## config.mk

```make
export PLATFORM = sky130hd
export DESIGN_NAME = din_func_trigger
export DESIGN_NICKNAME = d
export VERILOG_FILES = /design/src/verilog/difn_pkg.sv /design/src/verilog/din_sync.sv /design/src/verilog/fn_edge.sv /design/src/verilog/din_func_trigger.sv
export SDC_FILE = /design/constraint.sdc
export NUM_CORES = 1
export LEC_CHECK = 0
export BUFFER_PORTS_ARGS = -buffer_cell sky130_fd_sc_hd__buf_2
export CORE_MARGIN = 5
export CORE_UTILIZATION = 40
export DETAILED_ROUTE_END_ITERATION = 16
export PLACE_DENSITY = 0.63
export REMOVE_ABC_BUFFERS = 1
export SYNTH_ARGS = -nofsm -noshare
export SYNTH_HDL_FRONTEND = slang
export SYNTH_SLANG_ARGS = --single-unit
```

## constraint.sdc

```tcl
create_clock -name clk_i -period 3.3 [get_ports clk_i]
set_clock_uncertainty 0.15 [all_clocks]
set_input_delay 0.495 -clock clk_i [delete_from_list [all_inputs] [get_ports clk_i]]
set_output_delay 0.495 -clock clk_i [all_outputs]
set_load 0.005 [all_outputs]
```

## src/verilog/difn_pkg.sv

```systemverilog
// Constants and carrier types shared by the input function trigger block.
// Assumes a single 10 MHz clock and a Wishbone classic slave with 32-bit data.
package difn_pkg;

  // Function codes handled by this block, and their span.
  localparam int FN_LO         = 25;
  localparam int FN_HI         = 75;
  localparam int FN_NUM        = FN_HI - FN_LO + 1;
  localparam int FN_MSP        = 27;
  localparam int FN_FIX_CANCEL = 39;
  localparam int FN_FIX_TRIG   = 40;
  localparam int FN_FWD_LIM    = 43;
  localparam int FN_REV_LIM    = 44;
  localparam int FN_RELOAD     = 46;
  localparam int FN_GEAR2      = 56;
  localparam int FN_OVERHEAT   = 57;
  localparam int FN_ESTOP      = 58;
  localparam int FN_FF_CLR     = 59;
  localparam int FN_FF_SET     = 60;
  localparam int FN_CNT_PULSE  = 61;
  localparam int FN_CNT_CLR    = 62;
  localparam int FN_UP         = 63;
  localparam int FN_DOWN       = 64;
  localparam int FN_HOLD       = 65;
  localparam int FN_ZERO_DRIFT = 67;
  localparam int FN_JOG_FWD    = 69;
  localparam int FN_JOG_REV    = 70;
  localparam int FN_REWIND     = 71;
  localparam int FN_CUR_CAL    = 72;
  localparam int FN_PHASE      = 73;
  localparam int FN_ABS_ZERO   = 74;
  localparam int FN_STO        = 75;

  // Width of one input_function_select field and of the monitor's upper word.
  localparam int SEL_W   = 7;
  localparam int MON1_W  = FN_NUM - 32;
  localparam int IRQ_W   = 8;
  localparam int CTRL_W  = 2;

  // Register byte offsets.
  localparam logic [7:0] OFS_SEL_BASE = 8'h00;
  localparam logic [7:0] OFS_MON0     = 8'h40;
  localparam logic [7:0] OFS_MON1     = 8'h44;
  localparam logic [7:0] OFS_COUNT    = 8'h48;
  localparam logic [7:0] OFS_FLAG     = 8'h4C;
  localparam logic [7:0] OFS_CTRL     = 8'h50;
  localparam logic [7:0] OFS_IRQ_STAT = 8'h54;
  localparam logic [7:0] OFS_IRQ_MASK = 8'h58;

  // Control bits.
  localparam int CTRL_SPEED_STEP = 0;
  localparam int CTRL_POS_MODE   = 1;

  // Interrupt status bits.
  localparam int IRQ_ESTOP    = 0;
  localparam int IRQ_OVERHEAT = 1;
  localparam int IRQ_FIX_TRIG = 2;
  localparam int IRQ_MSP_GO   = 3;
  localparam int IRQ_MSP_STOP = 4;
  localparam int IRQ_ZERO_DRF = 5;
  localparam int IRQ_RELOAD   = 6;
  localparam int IRQ_CNT_WRAP = 7;

  // Reset values.
  localparam logic [SEL_W-1:0]  SEL_RST  = 7'h00;
  localparam logic [CTRL_W-1:0] CTRL_RST = 2'h0;
  localparam logic [IRQ_W-1:0]  MASK_RST = 8'h00;

  // Commands that stay asserted while their input is high.
  typedef struct packed {
    logic fwd_limit;
    logic rev_limit;
    logic fixlen_cancel;
    logic estop;
    logic overheat;
    logic gear2_sel;
    logic rewind_ctl;
    logic speed_up;
    logic speed_down;
    logic speed_hold;
    logic safe_torque_off;
  } level_cmd_t;

  // Commands that last one clock per qualifying transition.
  typedef struct packed {
    logic msp_start;
    logic msp_stop;
    logic fixlen_trigger;
    logic logic_reload;
    logic zero_drift_start;
    logic current_cal;
    logic phase_learn;
    logic abs_zero;
    logic jog_fwd;
    logic jog_rev;
  } pulse_cmd_t;

endpackage : difn_pkg

```

## src/verilog/din_sync.sv

```systemverilog
// Three-stage synchroniser with agreement qualification for the input pins.
// Assumes the pins are asynchronous to clk_i.
`timescale 1ns/100ps
module din_sync #(
  parameter int W = 8
) (
  input  wire logic         clk_i,
  input  wire logic         rst_i,
  input  wire logic [W-1:0] pin_i,
  output logic      [W-1:0] eff_o
);

  typedef struct packed {
    logic [W-1:0] s1;
    logic [W-1:0] s2;
    logic [W-1:0] s3;
    logic [W-1:0] eff;
  } sync_state_t;

  sync_state_t s_r;
  sync_state_t s_nxt;

  // The first stage feeds only the second; a bit rises once stages two and three agree high and falls as soon as they differ.
  always_comb begin
    s_nxt     = s_r;
    s_nxt.s1  = pin_i;
    s_nxt.s2  = s_r.s1;
    s_nxt.s3  = s_r.s2;
    s_nxt.eff = (s_r.s2 & s_r.s3) | (s_r.eff & ~(s_r.s2 ^ s_r.s3));
  end

  // State register.
  always_ff @(posedge clk_i) begin
    if (rst_i) begin
      s_r <= '0;
    end else begin
      s_r <= s_nxt;
    end
  end

  assign eff_o = s_r.eff;

endmodule : din_sync

```

## src/verilog/fn_edge.sv

```systemverilog
// Rise and fall detector over a vector of function levels.
// Assumes the levels are already in the clk_i domain.
`timescale 1ns/100ps
module fn_edge #(
  parameter int W = 51
) (
  input  wire logic         clk_i,
  input  wire logic         rst_i,
  input  wire logic [W-1:0] lvl_i,
  output logic      [W-1:0] rise_o,
  output logic      [W-1:0] fall_o
);

  typedef struct packed {
    logic [W-1:0] prev;
  } edge_state_t;

  edge_state_t s_r;
  edge_state_t s_nxt;

  // The previous sample is kept so that each transition yields one pulse.
  always_comb begin
    s_nxt      = s_r;
    s_nxt.prev = lvl_i;
  end

  // State register.
  always_ff @(posedge clk_i) begin
    if (rst_i) begin
      s_r <= '0;
    end else begin
      s_r <= s_nxt;
    end
  end

  // One clock per transition, since prev catches up on the next edge.
  assign rise_o = lvl_i & ~s_r.prev;
  assign fall_o = ~lvl_i & s_r.prev;

endmodule : fn_edge

```

## src/verilog/din_func_trigger.sv

```systemverilog
// Digital input function trigger: maps qualified input pins to drive commands.
// Assumes a Wishbone classic master, pins asynchronous to clk_i, one clock.
//
// Added by the designer: the register offsets and the Wishbone interface to the registers.
`timescale 1ns/100ps
module din_func_trigger #(
  parameter int NUM_IN = 8,
  parameter int CNT_W  = 16
) (
  input  wire logic                 clk_i,
  input  wire logic                 rst_i,
  input  wire logic [NUM_IN-1:0]    din_i,
  input  wire logic                 wb_cyc_i,
  input  wire logic                 wb_stb_i,
  input  wire logic                 wb_we_i,
  input  wire logic [7:0]           wb_adr_i,
  input  wire logic [3:0]           wb_sel_i,
  input  wire logic [31:0]          wb_dat_i,
  output logic      [31:0]          wb_dat_o,
  output logic                      wb_ack_o,
  output logic                      irq_o,
  output difn_pkg::level_cmd_t      level_cmd_o,
  output difn_pkg::pulse_cmd_t      pulse_cmd_o,
  output logic                      flag_o,
  output logic      [CNT_W-1:0]     count_o
);

  localparam int FN_NUM = difn_pkg::FN_NUM;
  localparam int SEL_W  = difn_pkg::SEL_W;

  typedef struct packed {
    logic [NUM_IN-1:0][SEL_W-1:0]     sel;
    logic [difn_pkg::CTRL_W-1:0]      ctrl;
    logic [difn_pkg::IRQ_W-1:0]       irq_stat;
    logic [difn_pkg::IRQ_W-1:0]       irq_mask;
    logic                             flag;
    logic [CNT_W-1:0]                 cnt;
    difn_pkg::level_cmd_t             lvl;
    difn_pkg::pulse_cmd_t             pls;
    logic                             ack;
    logic [31:0]                      dat;
    logic                             irq;
  } trig_state_t;

  trig_state_t                s_r;
  trig_state_t                s_nxt;
  logic [NUM_IN-1:0]          eff;
  logic [FN_NUM-1:0]          fn_lvl;
  logic [FN_NUM-1:0]          fn_rise;
  logic [FN_NUM-1:0]          fn_fall;

  // Bit of a function vector picked by its function code.
  function automatic logic bit_of(input logic [FN_NUM-1:0] v, input int code);
    return v[code - difn_pkg::FN_LO];
  endfunction : bit_of

  // Expands Wishbone byte selects into a bit mask.
  function automatic logic [31:0] wmask(input logic [3:0] bsel);
    logic [31:0] m;
    m = '0;
    for (int b = 0; b < 4; b++) begin
      m[b*8 +: 8] = {8{bsel[b]}};
    end
    return m;
  endfunction : wmask

  // Function level: high when any input selecting the code is effective high.
  // Two inputs may share one code; they are ORed together.
  function automatic logic [FN_NUM-1:0] decode(
    input logic [NUM_IN-1:0]            e,
    input logic [NUM_IN-1:0][SEL_W-1:0] sl
  );
    logic [FN_NUM-1:0] v;
    v = '0;
    for (int i = 0; i < NUM_IN; i++) begin
      for (int c = difn_pkg::FN_LO; c <= difn_pkg::FN_HI; c++) begin
        if (sl[i] == SEL_W'(c)) begin
          v[c - difn_pkg::FN_LO] = v[c - difn_pkg::FN_LO] | e[i];
        end
      end
    end
    return v;
  endfunction : decode

  // Pin qualification; pins outside this clock pass three stages.
  din_sync #(
    .W (NUM_IN)
  ) u_sync (
    .clk_i (clk_i),
    .rst_i (rst_i),
    .pin_i (din_i),
    .eff_o (eff)
  );

  // Effective state of every handled function code.
  assign fn_lvl = decode(eff, s_r.sel);

  // Transition detection against the previous sample.
  fn_edge #(
    .W (FN_NUM)
  ) u_edge (
    .clk_i  (clk_i),
    .rst_i  (rst_i),
    .lvl_i  (fn_lvl),
    .rise_o (fn_rise),
    .fall_o (fn_fall)
  );

  // Next-state logic for commands, internal flag, counter, interrupts and bus.
  always_comb begin
    logic [31:0]               rd;
    logic [31:0]               wm;
    logic [5:0]                idx;
    logic [difn_pkg::IRQ_W-1:0] ev;
    logic [difn_pkg::IRQ_W-1:0] clr;
    logic                      wr;
    rd    = 32'h0000_0000;
    wm    = wmask(wb_sel_i);
    idx   = wb_adr_i[7:2];
    ev    = '0;
    clr   = '0;
    wr    = 1'b0;
    s_nxt = s_r;

    // Level commands follow the decoded state with one register stage.
    s_nxt.lvl.fwd_limit       = s_r.ctrl[difn_pkg::CTRL_POS_MODE]
                                & bit_of(fn_lvl, difn_pkg::FN_FWD_LIM);
    s_nxt.lvl.rev_limit       = s_r.ctrl[difn_pkg::CTRL_POS_MODE]
                                & bit_of(fn_lvl, difn_pkg::FN_REV_LIM);
    s_nxt.lvl.fixlen_cancel   = bit_of(fn_lvl, difn_pkg::FN_FIX_CANCEL);
    s_nxt.lvl.estop           = bit_of(fn_lvl, difn_pkg::FN_ESTOP);
    s_nxt.lvl.overheat        = bit_of(fn_lvl, difn_pkg::FN_OVERHEAT);
    s_nxt.lvl.gear2_sel       = bit_of(fn_lvl, difn_pkg::FN_GEAR2);
    s_nxt.lvl.rewind_ctl      = bit_of(fn_lvl, difn_pkg::FN_REWIND);
    s_nxt.lvl.speed_up        = s_r.ctrl[difn_pkg::CTRL_SPEED_STEP]
                                & bit_of(fn_lvl, difn_pkg::FN_UP);
    s_nxt.lvl.speed_down      = s_r.ctrl[difn_pkg::CTRL_SPEED_STEP]
                                & bit_of(fn_lvl, difn_pkg::FN_DOWN);
    s_nxt.lvl.speed_hold      = s_r.ctrl[difn_pkg::CTRL_SPEED_STEP]
                                & bit_of(fn_lvl, difn_pkg::FN_HOLD);
    s_nxt.lvl.safe_torque_off = bit_of(fn_lvl, difn_pkg::FN_STO);

    // Pulse commands last one clock per qualifying transition.
    s_nxt.pls.msp_start        = bit_of(fn_rise, difn_pkg::FN_MSP);
    s_nxt.pls.msp_stop         = bit_of(fn_fall, difn_pkg::FN_MSP);
    s_nxt.pls.fixlen_trigger   = bit_of(fn_rise, difn_pkg::FN_FIX_TRIG);
    s_nxt.pls.logic_reload     = bit_of(fn_rise, difn_pkg::FN_RELOAD);
    s_nxt.pls.zero_drift_start = bit_of(fn_fall, difn_pkg::FN_ZERO_DRIFT);
    s_nxt.pls.current_cal      = bit_of(fn_rise, difn_pkg::FN_CUR_CAL);
    s_nxt.pls.phase_learn      = bit_of(fn_rise, difn_pkg::FN_PHASE);
    s_nxt.pls.abs_zero         = bit_of(fn_rise, difn_pkg::FN_ABS_ZERO);
    s_nxt.pls.jog_fwd          = bit_of(fn_rise, difn_pkg::FN_JOG_FWD);
    s_nxt.pls.jog_rev          = bit_of(fn_rise, difn_pkg::FN_JOG_REV);

    // Internal flip-flop; clear is checked first when both edges coincide.
    if (bit_of(fn_rise, difn_pkg::FN_FF_CLR)) begin
      s_nxt.flag = 1'b0;
    end else if (bit_of(fn_rise, difn_pkg::FN_FF_SET)) begin
      s_nxt.flag = 1'b1;
    end

    // Internal counter; a held clear overrides any pulse in the same clock.
    if (bit_of(fn_lvl, difn_pkg::FN_CNT_CLR)) begin
      s_nxt.cnt = '0;
    end else if (bit_of(fn_rise, difn_pkg::FN_CNT_PULSE)) begin
      s_nxt.cnt = s_r.cnt + CNT_W'(1);
      ev[difn_pkg::IRQ_CNT_WRAP] = &s_r.cnt;
    end

    // Interrupt events are taken from the pulse and rising-edge sources.
    ev[difn_pkg::IRQ_ESTOP]    = bit_of(fn_rise, difn_pkg::FN_ESTOP);
    ev[difn_pkg::IRQ_OVERHEAT] = bit_of(fn_rise, difn_pkg::FN_OVERHEAT);
    ev[difn_pkg::IRQ_FIX_TRIG] = s_nxt.pls.fixlen_trigger;
    ev[difn_pkg::IRQ_MSP_GO]   = s_nxt.pls.msp_start;
    ev[difn_pkg::IRQ_MSP_STOP] = s_nxt.pls.msp_stop;
    ev[difn_pkg::IRQ_ZERO_DRF] = s_nxt.pls.zero_drift_start;
    ev[difn_pkg::IRQ_RELOAD]   = s_nxt.pls.logic_reload;

    // Read multiplexer; unmapped addresses read zero but are still acknowledged.
    case (wb_adr_i)
      difn_pkg::OFS_MON0: begin
        rd = fn_lvl[31:0];
      end
      difn_pkg::OFS_MON1: begin
        rd = {{(32 - difn_pkg::MON1_W){1'b0}}, fn_lvl[FN_NUM-1:32]};
      end
      difn_pkg::OFS_COUNT: begin
        rd = 32'(s_r.cnt);
      end
      difn_pkg::OFS_FLAG: begin
        rd = {31'h0000_0000, s_r.flag};
      end
      difn_pkg::OFS_CTRL: begin
        rd = 32'(s_r.ctrl);
      end
      difn_pkg::OFS_IRQ_STAT: begin
        rd = 32'(s_r.irq_stat);
      end
      difn_pkg::OFS_IRQ_MASK: begin
        rd = 32'(s_r.irq_mask);
      end
      default: begin
        if (wb_adr_i < difn_pkg::OFS_MON0 && 32'(idx) < NUM_IN) begin
          rd = 32'(s_r.sel[idx]);
        end
      end
    endcase

    // One-wait-state slave: ack rises the clock after the request and drops next.
    s_nxt.ack = 1'b0;
    if (wb_cyc_i && wb_stb_i && !s_r.ack) begin
      s_nxt.ack = 1'b1;
      s_nxt.dat = rd;
      wr        = wb_we_i;
    end

    // Register writes honour the byte lanes.
    if (wr) begin
      case (wb_adr_i)
        difn_pkg::OFS_CTRL: begin
          s_nxt.ctrl = (s_r.ctrl & ~wm[difn_pkg::CTRL_W-1:0])
                       | (wb_dat_i[difn_pkg::CTRL_W-1:0] & wm[difn_pkg::CTRL_W-1:0]);
        end
        difn_pkg::OFS_IRQ_STAT: begin
          clr = wb_dat_i[difn_pkg::IRQ_W-1:0] & wm[difn_pkg::IRQ_W-1:0];
        end
        difn_pkg::OFS_IRQ_MASK: begin
          s_nxt.irq_mask = (s_r.irq_mask & ~wm[difn_pkg::IRQ_W-1:0])
                           | (wb_dat_i[difn_pkg::IRQ_W-1:0] & wm[difn_pkg::IRQ_W-1:0]);
        end
        default: begin
          if (wb_adr_i < difn_pkg::OFS_MON0 && 32'(idx) < NUM_IN && wb_sel_i[0]) begin
            s_nxt.sel[idx] = wb_dat_i[SEL_W-1:0];
          end
        end
      endcase
    end

    // Sticky status: a new event beats a write-one-to-clear in the same clock.
    s_nxt.irq_stat = (s_r.irq_stat & ~clr) | ev;
    s_nxt.irq      = |(s_nxt.irq_stat & s_nxt.irq_mask);
  end

  // State register.
  always_ff @(posedge clk_i) begin
    if (rst_i) begin
      s_r          <= '0;
      s_r.sel      <= {NUM_IN{difn_pkg::SEL_RST}};
      s_r.ctrl     <= difn_pkg::CTRL_RST;
      s_r.irq_mask <= difn_pkg::MASK_RST;
    end else begin
      s_r <= s_nxt;
    end
  end

  // Every output is a field of the state register.
  assign wb_dat_o    = s_r.dat;
  assign wb_ack_o    = s_r.ack;
  assign irq_o       = s_r.irq;
  assign level_cmd_o = s_r.lvl;
  assign pulse_cmd_o = s_r.pls;
  assign flag_o      = s_r.flag;
  assign count_o     = s_r.cnt;

endmodule : din_func_trigger

```

=== After elaboration in Yosys (flattened, before gate mapping) ===
Index checks and enable logic that the tools add are counted.
W data, S select, Z words.

* Register bits after elaboration: 228
* Input bits: 57

* $add $sub $neg: 1
* Magnitude comparators: 4
* Equal/unequal tests: 415
* Multiplexer cells: 423
* Bitwise gates (word level): 384
* Reductions and logical operators: 13

{| class="wikitable"
|+ Operators by type and width
! operator !! number
|-
| $eq A7 B6 Y1 const B || 256
|-
| $eq A7 B7 Y1 const B || 96
|-
| $mux W1 || 411
|-
| $eq A7 B5 Y1 const B || 56
|-
| $or A1 B1 Y1 || 357
|-
| $pmux W32 S7 || 1
|-
| $bwmux W56 || 1
|-
| $eq A8 B7 Y1 const B || 7
|-
| $and A50 B50 Y50 || 1
|-
| $not A50 Y50 || 1
|-
| $and A8 B8 Y8 || 6
|-
| $and A43 B43 Y43 || 1
|-
| $not A43 Y43 || 1
|-
| $mux W33 || 1
|-
| $mux W8 || 4
|-
| $not A8 Y8 || 3
|-
| $or A8 B8 Y8 || 3
|-
| $bmux W7 S3 || 1
|-
| $demux W7 S3 || 1
|-
| $mux W7 || 3
|-
| $add A16 B1 Y16 const B || 1
|-
| $reduce_and A16 Y1 || 1
|-
| $lt A6 B4 Y1 const B || 2
|-
| $lt A8 B7 Y1 const B || 1
|-
| 14 further kinds || 24
|}

=== Longest topological paths before layout ===
* Depth in word-level cells: 22
* Depth in mapped cells: 9

=== By module ===
A second synthesis with hierarchy kept.

* Cell total of the unflattened synthesis: 1642
* Area, all modules: 13843.3 sq um

{| class="wikitable"
|+ By module, submodules not included
! module !! instances !! cells each !! area an instance (sq um) !! sequential area each (sq um)
|-
| din_func_trigger || 1 || 1334 || 10746.6 || 2922.8
|-
| fn_edge || 1 || 209 || 2003.2 || 1021.0
|-
| din_sync || 1 || 99 || 1093.5 || 640.6
|}

=== Worst setup path before layout ===
OpenSTA, ideal clock, no wires.

* Path type: input to register
* Start point: input wb_adr_i[5]
* End point: register s_r (netlist bit irq_o)
* Library setup time: 0.125 ns
* Arrival time: 2.263 ns
* Path slack: 0.761 ns
* Cell stages on the path: 7
* Path buffers: 1
* Cell sequence: nor4_2 -> and2_1 -> buf_6 -> nand4_4 -> mux2_4 -> a221o_1 -> o41a_1

* Word-level cells in the longest chain between the ends: 8
* Elaborated cells on any way between the ends: 11
* Classes of those cells: eq/ne (2); mux (4); bitwise (4); reduce/logical (1)

{| class="wikitable"
|+ Ends and longest elaborated chain
! item !! RTL line !! RTL
|-
| start, declared || din_func_trigger.sv:16 || <nowiki>input wire logic [7:0] wb_adr_i,</nowiki>
|-
| $eq A8 B7 Y1 || din_func_trigger.sv:219 || <nowiki>case (wb_adr_i)</nowiki>
|-
| $mux W8 || din_func_trigger.sv:219 ||
|-
| $mux W8 || din_func_trigger.sv:218 || <nowiki>if (wr) begin</nowiki>
|-
| $not A8 Y8 || din_func_trigger.sv:240 || <nowiki>s_nxt.irq_stat = (s_r.irq_stat & ~clr) | ev;</nowiki>
|-
| $and A8 B8 Y8 || din_func_trigger.sv:240 ||
|-
| $or A8 B8 Y8 || din_func_trigger.sv:240 ||
|-
| $and A8 B8 Y8 * || din_func_trigger.sv:241 || <nowiki>s_nxt.irq = |(s_nxt.irq_stat & s_nxt.irq_mask);</nowiki>
|-
| $reduce_or A8 Y1 * || din_func_trigger.sv:241 ||
|-
| end signal, assigned || din_func_trigger.sv:252 || <nowiki>s_r <= s_nxt;</nowiki>
|-
| end, declared || din_func_trigger.sv:45 || <nowiki>trig_state_t s_r;</nowiki>
|}

Every way passes the cells marked *; elsewhere a longest branch is shown, timed or not.
A chain may end at the register's enable or synchronous reset.

=== Worst setup path in the final report ===
* Start point: register s_r[91] (netlist bit)
* End point: register s_r (netlist bit irq_o)

* Word-level cells in the longest chain between the ends: 22
* Elaborated cells on any way between the ends: 136
* Classes of those cells: eq/ne (8); mux (66); bitwise (61); reduce/logical (1)

{| class="wikitable"
|+ Ends and longest elaborated chain
! item !! RTL line !! RTL
|-
| $eq A7 B6 Y1 || din_func_trigger.sv:77 || <nowiki>if (sl[i] == SEL_W'(c)) begin</nowiki>
|-
| $mux W1 || din_func_trigger.sv:77 ||
|-
| $or A1 B1 Y1 || din_func_trigger.sv:78 || <nowiki>v[c - difn_pkg::FN_LO] = v[c - difn_pkg::FN_LO] | e[i];</nowiki>
|-
| $mux W1 || din_func_trigger.sv:77 ||
|-
| $or A1 B1 Y1 || din_func_trigger.sv:78 ||
|-
| $mux W1 || din_func_trigger.sv:77 ||
|-
| $or A1 B1 Y1 || din_func_trigger.sv:78 ||
|-
| $mux W1 || din_func_trigger.sv:77 ||
|-
| (+6 left out) || n/a ||
|-
| $or A1 B1 Y1 || din_func_trigger.sv:78 ||
|-
| $mux W1 || din_func_trigger.sv:77 ||
|-
| $and A50 B50 Y50 || fn_edge.sv:37 || <nowiki>assign rise_o = lvl_i & ~s_r.prev;</nowiki>
|-
| $mux W1 || din_func_trigger.sv:165 || <nowiki>end else if (bit_of(fn_rise, difn_pkg::FN_CNT_PULSE)) begin</nowiki>
|-
| $mux W1 || din_func_trigger.sv:163 || <nowiki>if (bit_of(fn_lvl, difn_pkg::FN_CNT_CLR)) begin</nowiki>
|-
| $or A8 B8 Y8 * || din_func_trigger.sv:240 ||
|-
| $and A8 B8 Y8 * || din_func_trigger.sv:241 ||
|-
| $reduce_or A8 Y1 * || din_func_trigger.sv:241 ||
|}

Marks and branches as above.

==> impl_metrics.yaml <==
yosys:
  syn_area_per_cell_sq_um: 8.063
  ys_async_sr_fraction_pct: 0
  yosysSeqAreaShare_pct: 31.24
  ys.flop_type: "dfxtp_1"
  synth.most_common_cell: "dfxtp_1"
  synth_area_sq_um: 12180
  synth_top_area_cell: "dfxtp_1"
  netlist_top_cells_count: "dfxtp_1 (190), nor2_1 (165), nand2_1 (154)"
  syn-instance-count: 1510
  yosys_register_bits: 190
  synth_top_area_share_pct: 31.24
  synth_area_leaders: "dfxtp_1 (31%), o22ai_1 (6.2%), nor2_1 (5.1%)"
  yosys_warnings: 0
  synth-edff-count: 0
  synth.distinct_cells: 83
min_path:
  hp-class: "in -> reg"
  min_path_cells: 2
  hold_end: "u_sync.s_nxt[21]"
  hp-start: "din_i[5]"
placement:
  port_buffers: 101
  place.gp.congestion: 1.090
  hpwl_mm: 40.21
  placedInstanceArea_sq_um: 13150
setup_path:
  r2r_end: "irq_o"
  crit_required_ps: 3500
  crit_chain: "or4bb_1 > o22ai_1 > nor4_2 > buf_4 > a2bb2oi_1 > o22ai_1 > o41a_1"
  crit_top_cell: "o22ai_1"
  r2r_slack_ps: 170
  cp_slowest_cell: "dfxtp_1"
  rr_startpoint: "s_r[91]"
  rr_worst_depth: 7
  startpoint_type: "flop"
  path_class: "reg -> reg"
  crit_arrival_ps: 3330
  cp-end-kind: "flop"
  slowest_delay_ps: 940
  path_max_fanout: 14
route:
  drt_iter0_markers: 1938
  dr_total_vias: 13150
  wirelength_mm: 55.39
  via_per_inst: 6.689
  wl_per_cell_um: 28.17
  ant_nets: 0
  drc_errors: 0
  drt_pass1_iterations: 9
clocking:
  ctsResizeCount: 0
  cts_buffer_depth: 2
  insertion_delay_ps: 470
  cts_max_level: 4
  clkTransAtPathRegs_ps: 80
  post_cts_buffers: 0
  cts_sinks: 190
  cts_buffers: 17
  cts-hold-fix-buffers: 0
  tritoncts: "yes"
  cts_root_buffer: "clkbuf_16"
cells_and_area:
  diodes: 0
  nFillCells: 2952
  layout.nets: 1629
  syn2layout_area_growth_pct: 12.73
  design_area_sq_um: 13730
  drive_gt1_share_pct: 20.24
die:
  die_h_um: 184.5
  start_util_pct: 40.75
  num_rows: 63
  core_sq_um: 29870
  die_w_um: 184.5
  boundaryPins: 129
  die_area_sq_um: 34030
timing:
  slew_headroom_pct: 23.24
  drv_slew: 0
  tightest_slew_ps: 1136
  final.min_clock_period_ps: 3129
  finalSetupTns_ps: 0
  setup_viol_count_final: 0
  rsz0062_at_grt: "no"
  fin_crit_sh_pct: 94.83
  hold_violations: 0
  timing.fmax_ghz: 0.3195
power:
  peakVddDrop_mv: 0.3359
  power.density_nw_per_um2: 332.5
  power.leakage_nw: 4.885
  p_total_mw: 4.564
run:
  drv_cap: 0
grt:
  antenna_found_initial: 0
  grt_overflow: 0
  grt_pass1_vias: 12290
  grt_usage_pct: 31.94
  grt_max_degree: 162
  grt_pass1_wl_mm: 80.86
outcome:
  outcome: "completed"
## critical path, delay by kind of cell, from the launching register on
family	cells	cell delay [ps]
AOI/OAI and AO/OA	4	860
buffers and inverters	1	220
DFF	1	940
and+or+nand+nor	2	830
## logic make-up after synthesis
group                    count (synthesis)  share of synthesized area [%]
adder cells (fa/ha/maj)                  9                         0.9249
AO/OA/AOI/OAI                          335                          18.39
buffers and inverters                  223                          9.321
multiplexers                            54                          6.032
flip-flops                             190                          31.24
AND/OR/NAND/NOR                        684                          33.01
XOR/XNOR                                15                          1.079
## cells in the final DEF (no fill, tap or decap), types with 29 or more instances in the layout
| cell type | netlist | routed |
|---|---|---|
| mux2i_1 | 31 | 31 |
| a21oi_1 | 79 | 79 |
| a22oi_1 | 29 | 29 |
| nor2b_1 | 35 | 35 |
| o22ai_1 | 120 | 120 |
| or4bb_1 | 29 | 29 |
| nor3_1 | 36 | 35 |
| dfxtp_1 | 190 | 190 |
| nor2_1 | 165 | 165 |
| buf_2 | 20 | 100 |
| buf_4 | 70 | 132 |
| nand4b_1 | 32 | 32 |
| nand2_1 | 154 | 154 |
## registers in the layout, summed over array words and instances (netlist names), 6 cells and up, named ones only
name	count
s_r	72
wb_dat_o	32
u_edge.s_r	17
count_o	16
u_sync.s_nxt	16
pulse_cmd_o	10
u_sync.eff_o	8
u_sync.s_r	8
level_cmd_o	6
## worst max path at each step
stage | to | from
after detailed placement | irq_o | wb_adr_i[5]
after floorplan | wb_dat_o[3] | wb_cyc_i
final | irq_o | s_r[91]
after global routing | wb_dat_o[3] | s_r[105]
after global placement | irq_o | wb_adr_i[5]
after CTS | irq_o | s_r[91]
## cell type report
class	count	area (sq um)	area share (%)
clock buffers	18	429.2	3.127
clock inverters	14	145.1	1.057
inverters	23	86.33	0.6290
multi-input cells	1097	7242	52.76
flip-flops and latches	190	3804	27.71
well taps	390	488.0	3.555
repair buffers	234	1531	11.16
## where the power goes
part | leakage, nW | switching [mW] | internal (mW)
Clock | 0.266 | 1.06 | 1.00
Sequential | 1.53 | 0.00662 | 2.30
Combinational | 3.08 | 0.138 | 0.0567
Total | 4.88 | 1.20 | 3.36
## stage by stage
step,setup WS (ps),std cells,util (%),hold slack (ps)
after detailed placement,356.5,1934,44.02,234.6
after floorplan,503.6,1310,-,223.2
after global routing,137.2,1966,45.94,101.8
after CTS,393.9,1966,45.94,72.20
after global placement,377.2,1934,44.02,227.3
final,170.5,1966,45.94,80.27
## routing by layer
metal  up-vias  routed length (um)  track usage, %
li1       5657                   -               -
met1      6274               22820           44.03
met2      1001               22090           45.08
met3       217                7135           9.809
met4         2                3288           15.59
met5         -                  53           1.143
Power figures use the tool's default switching activity.
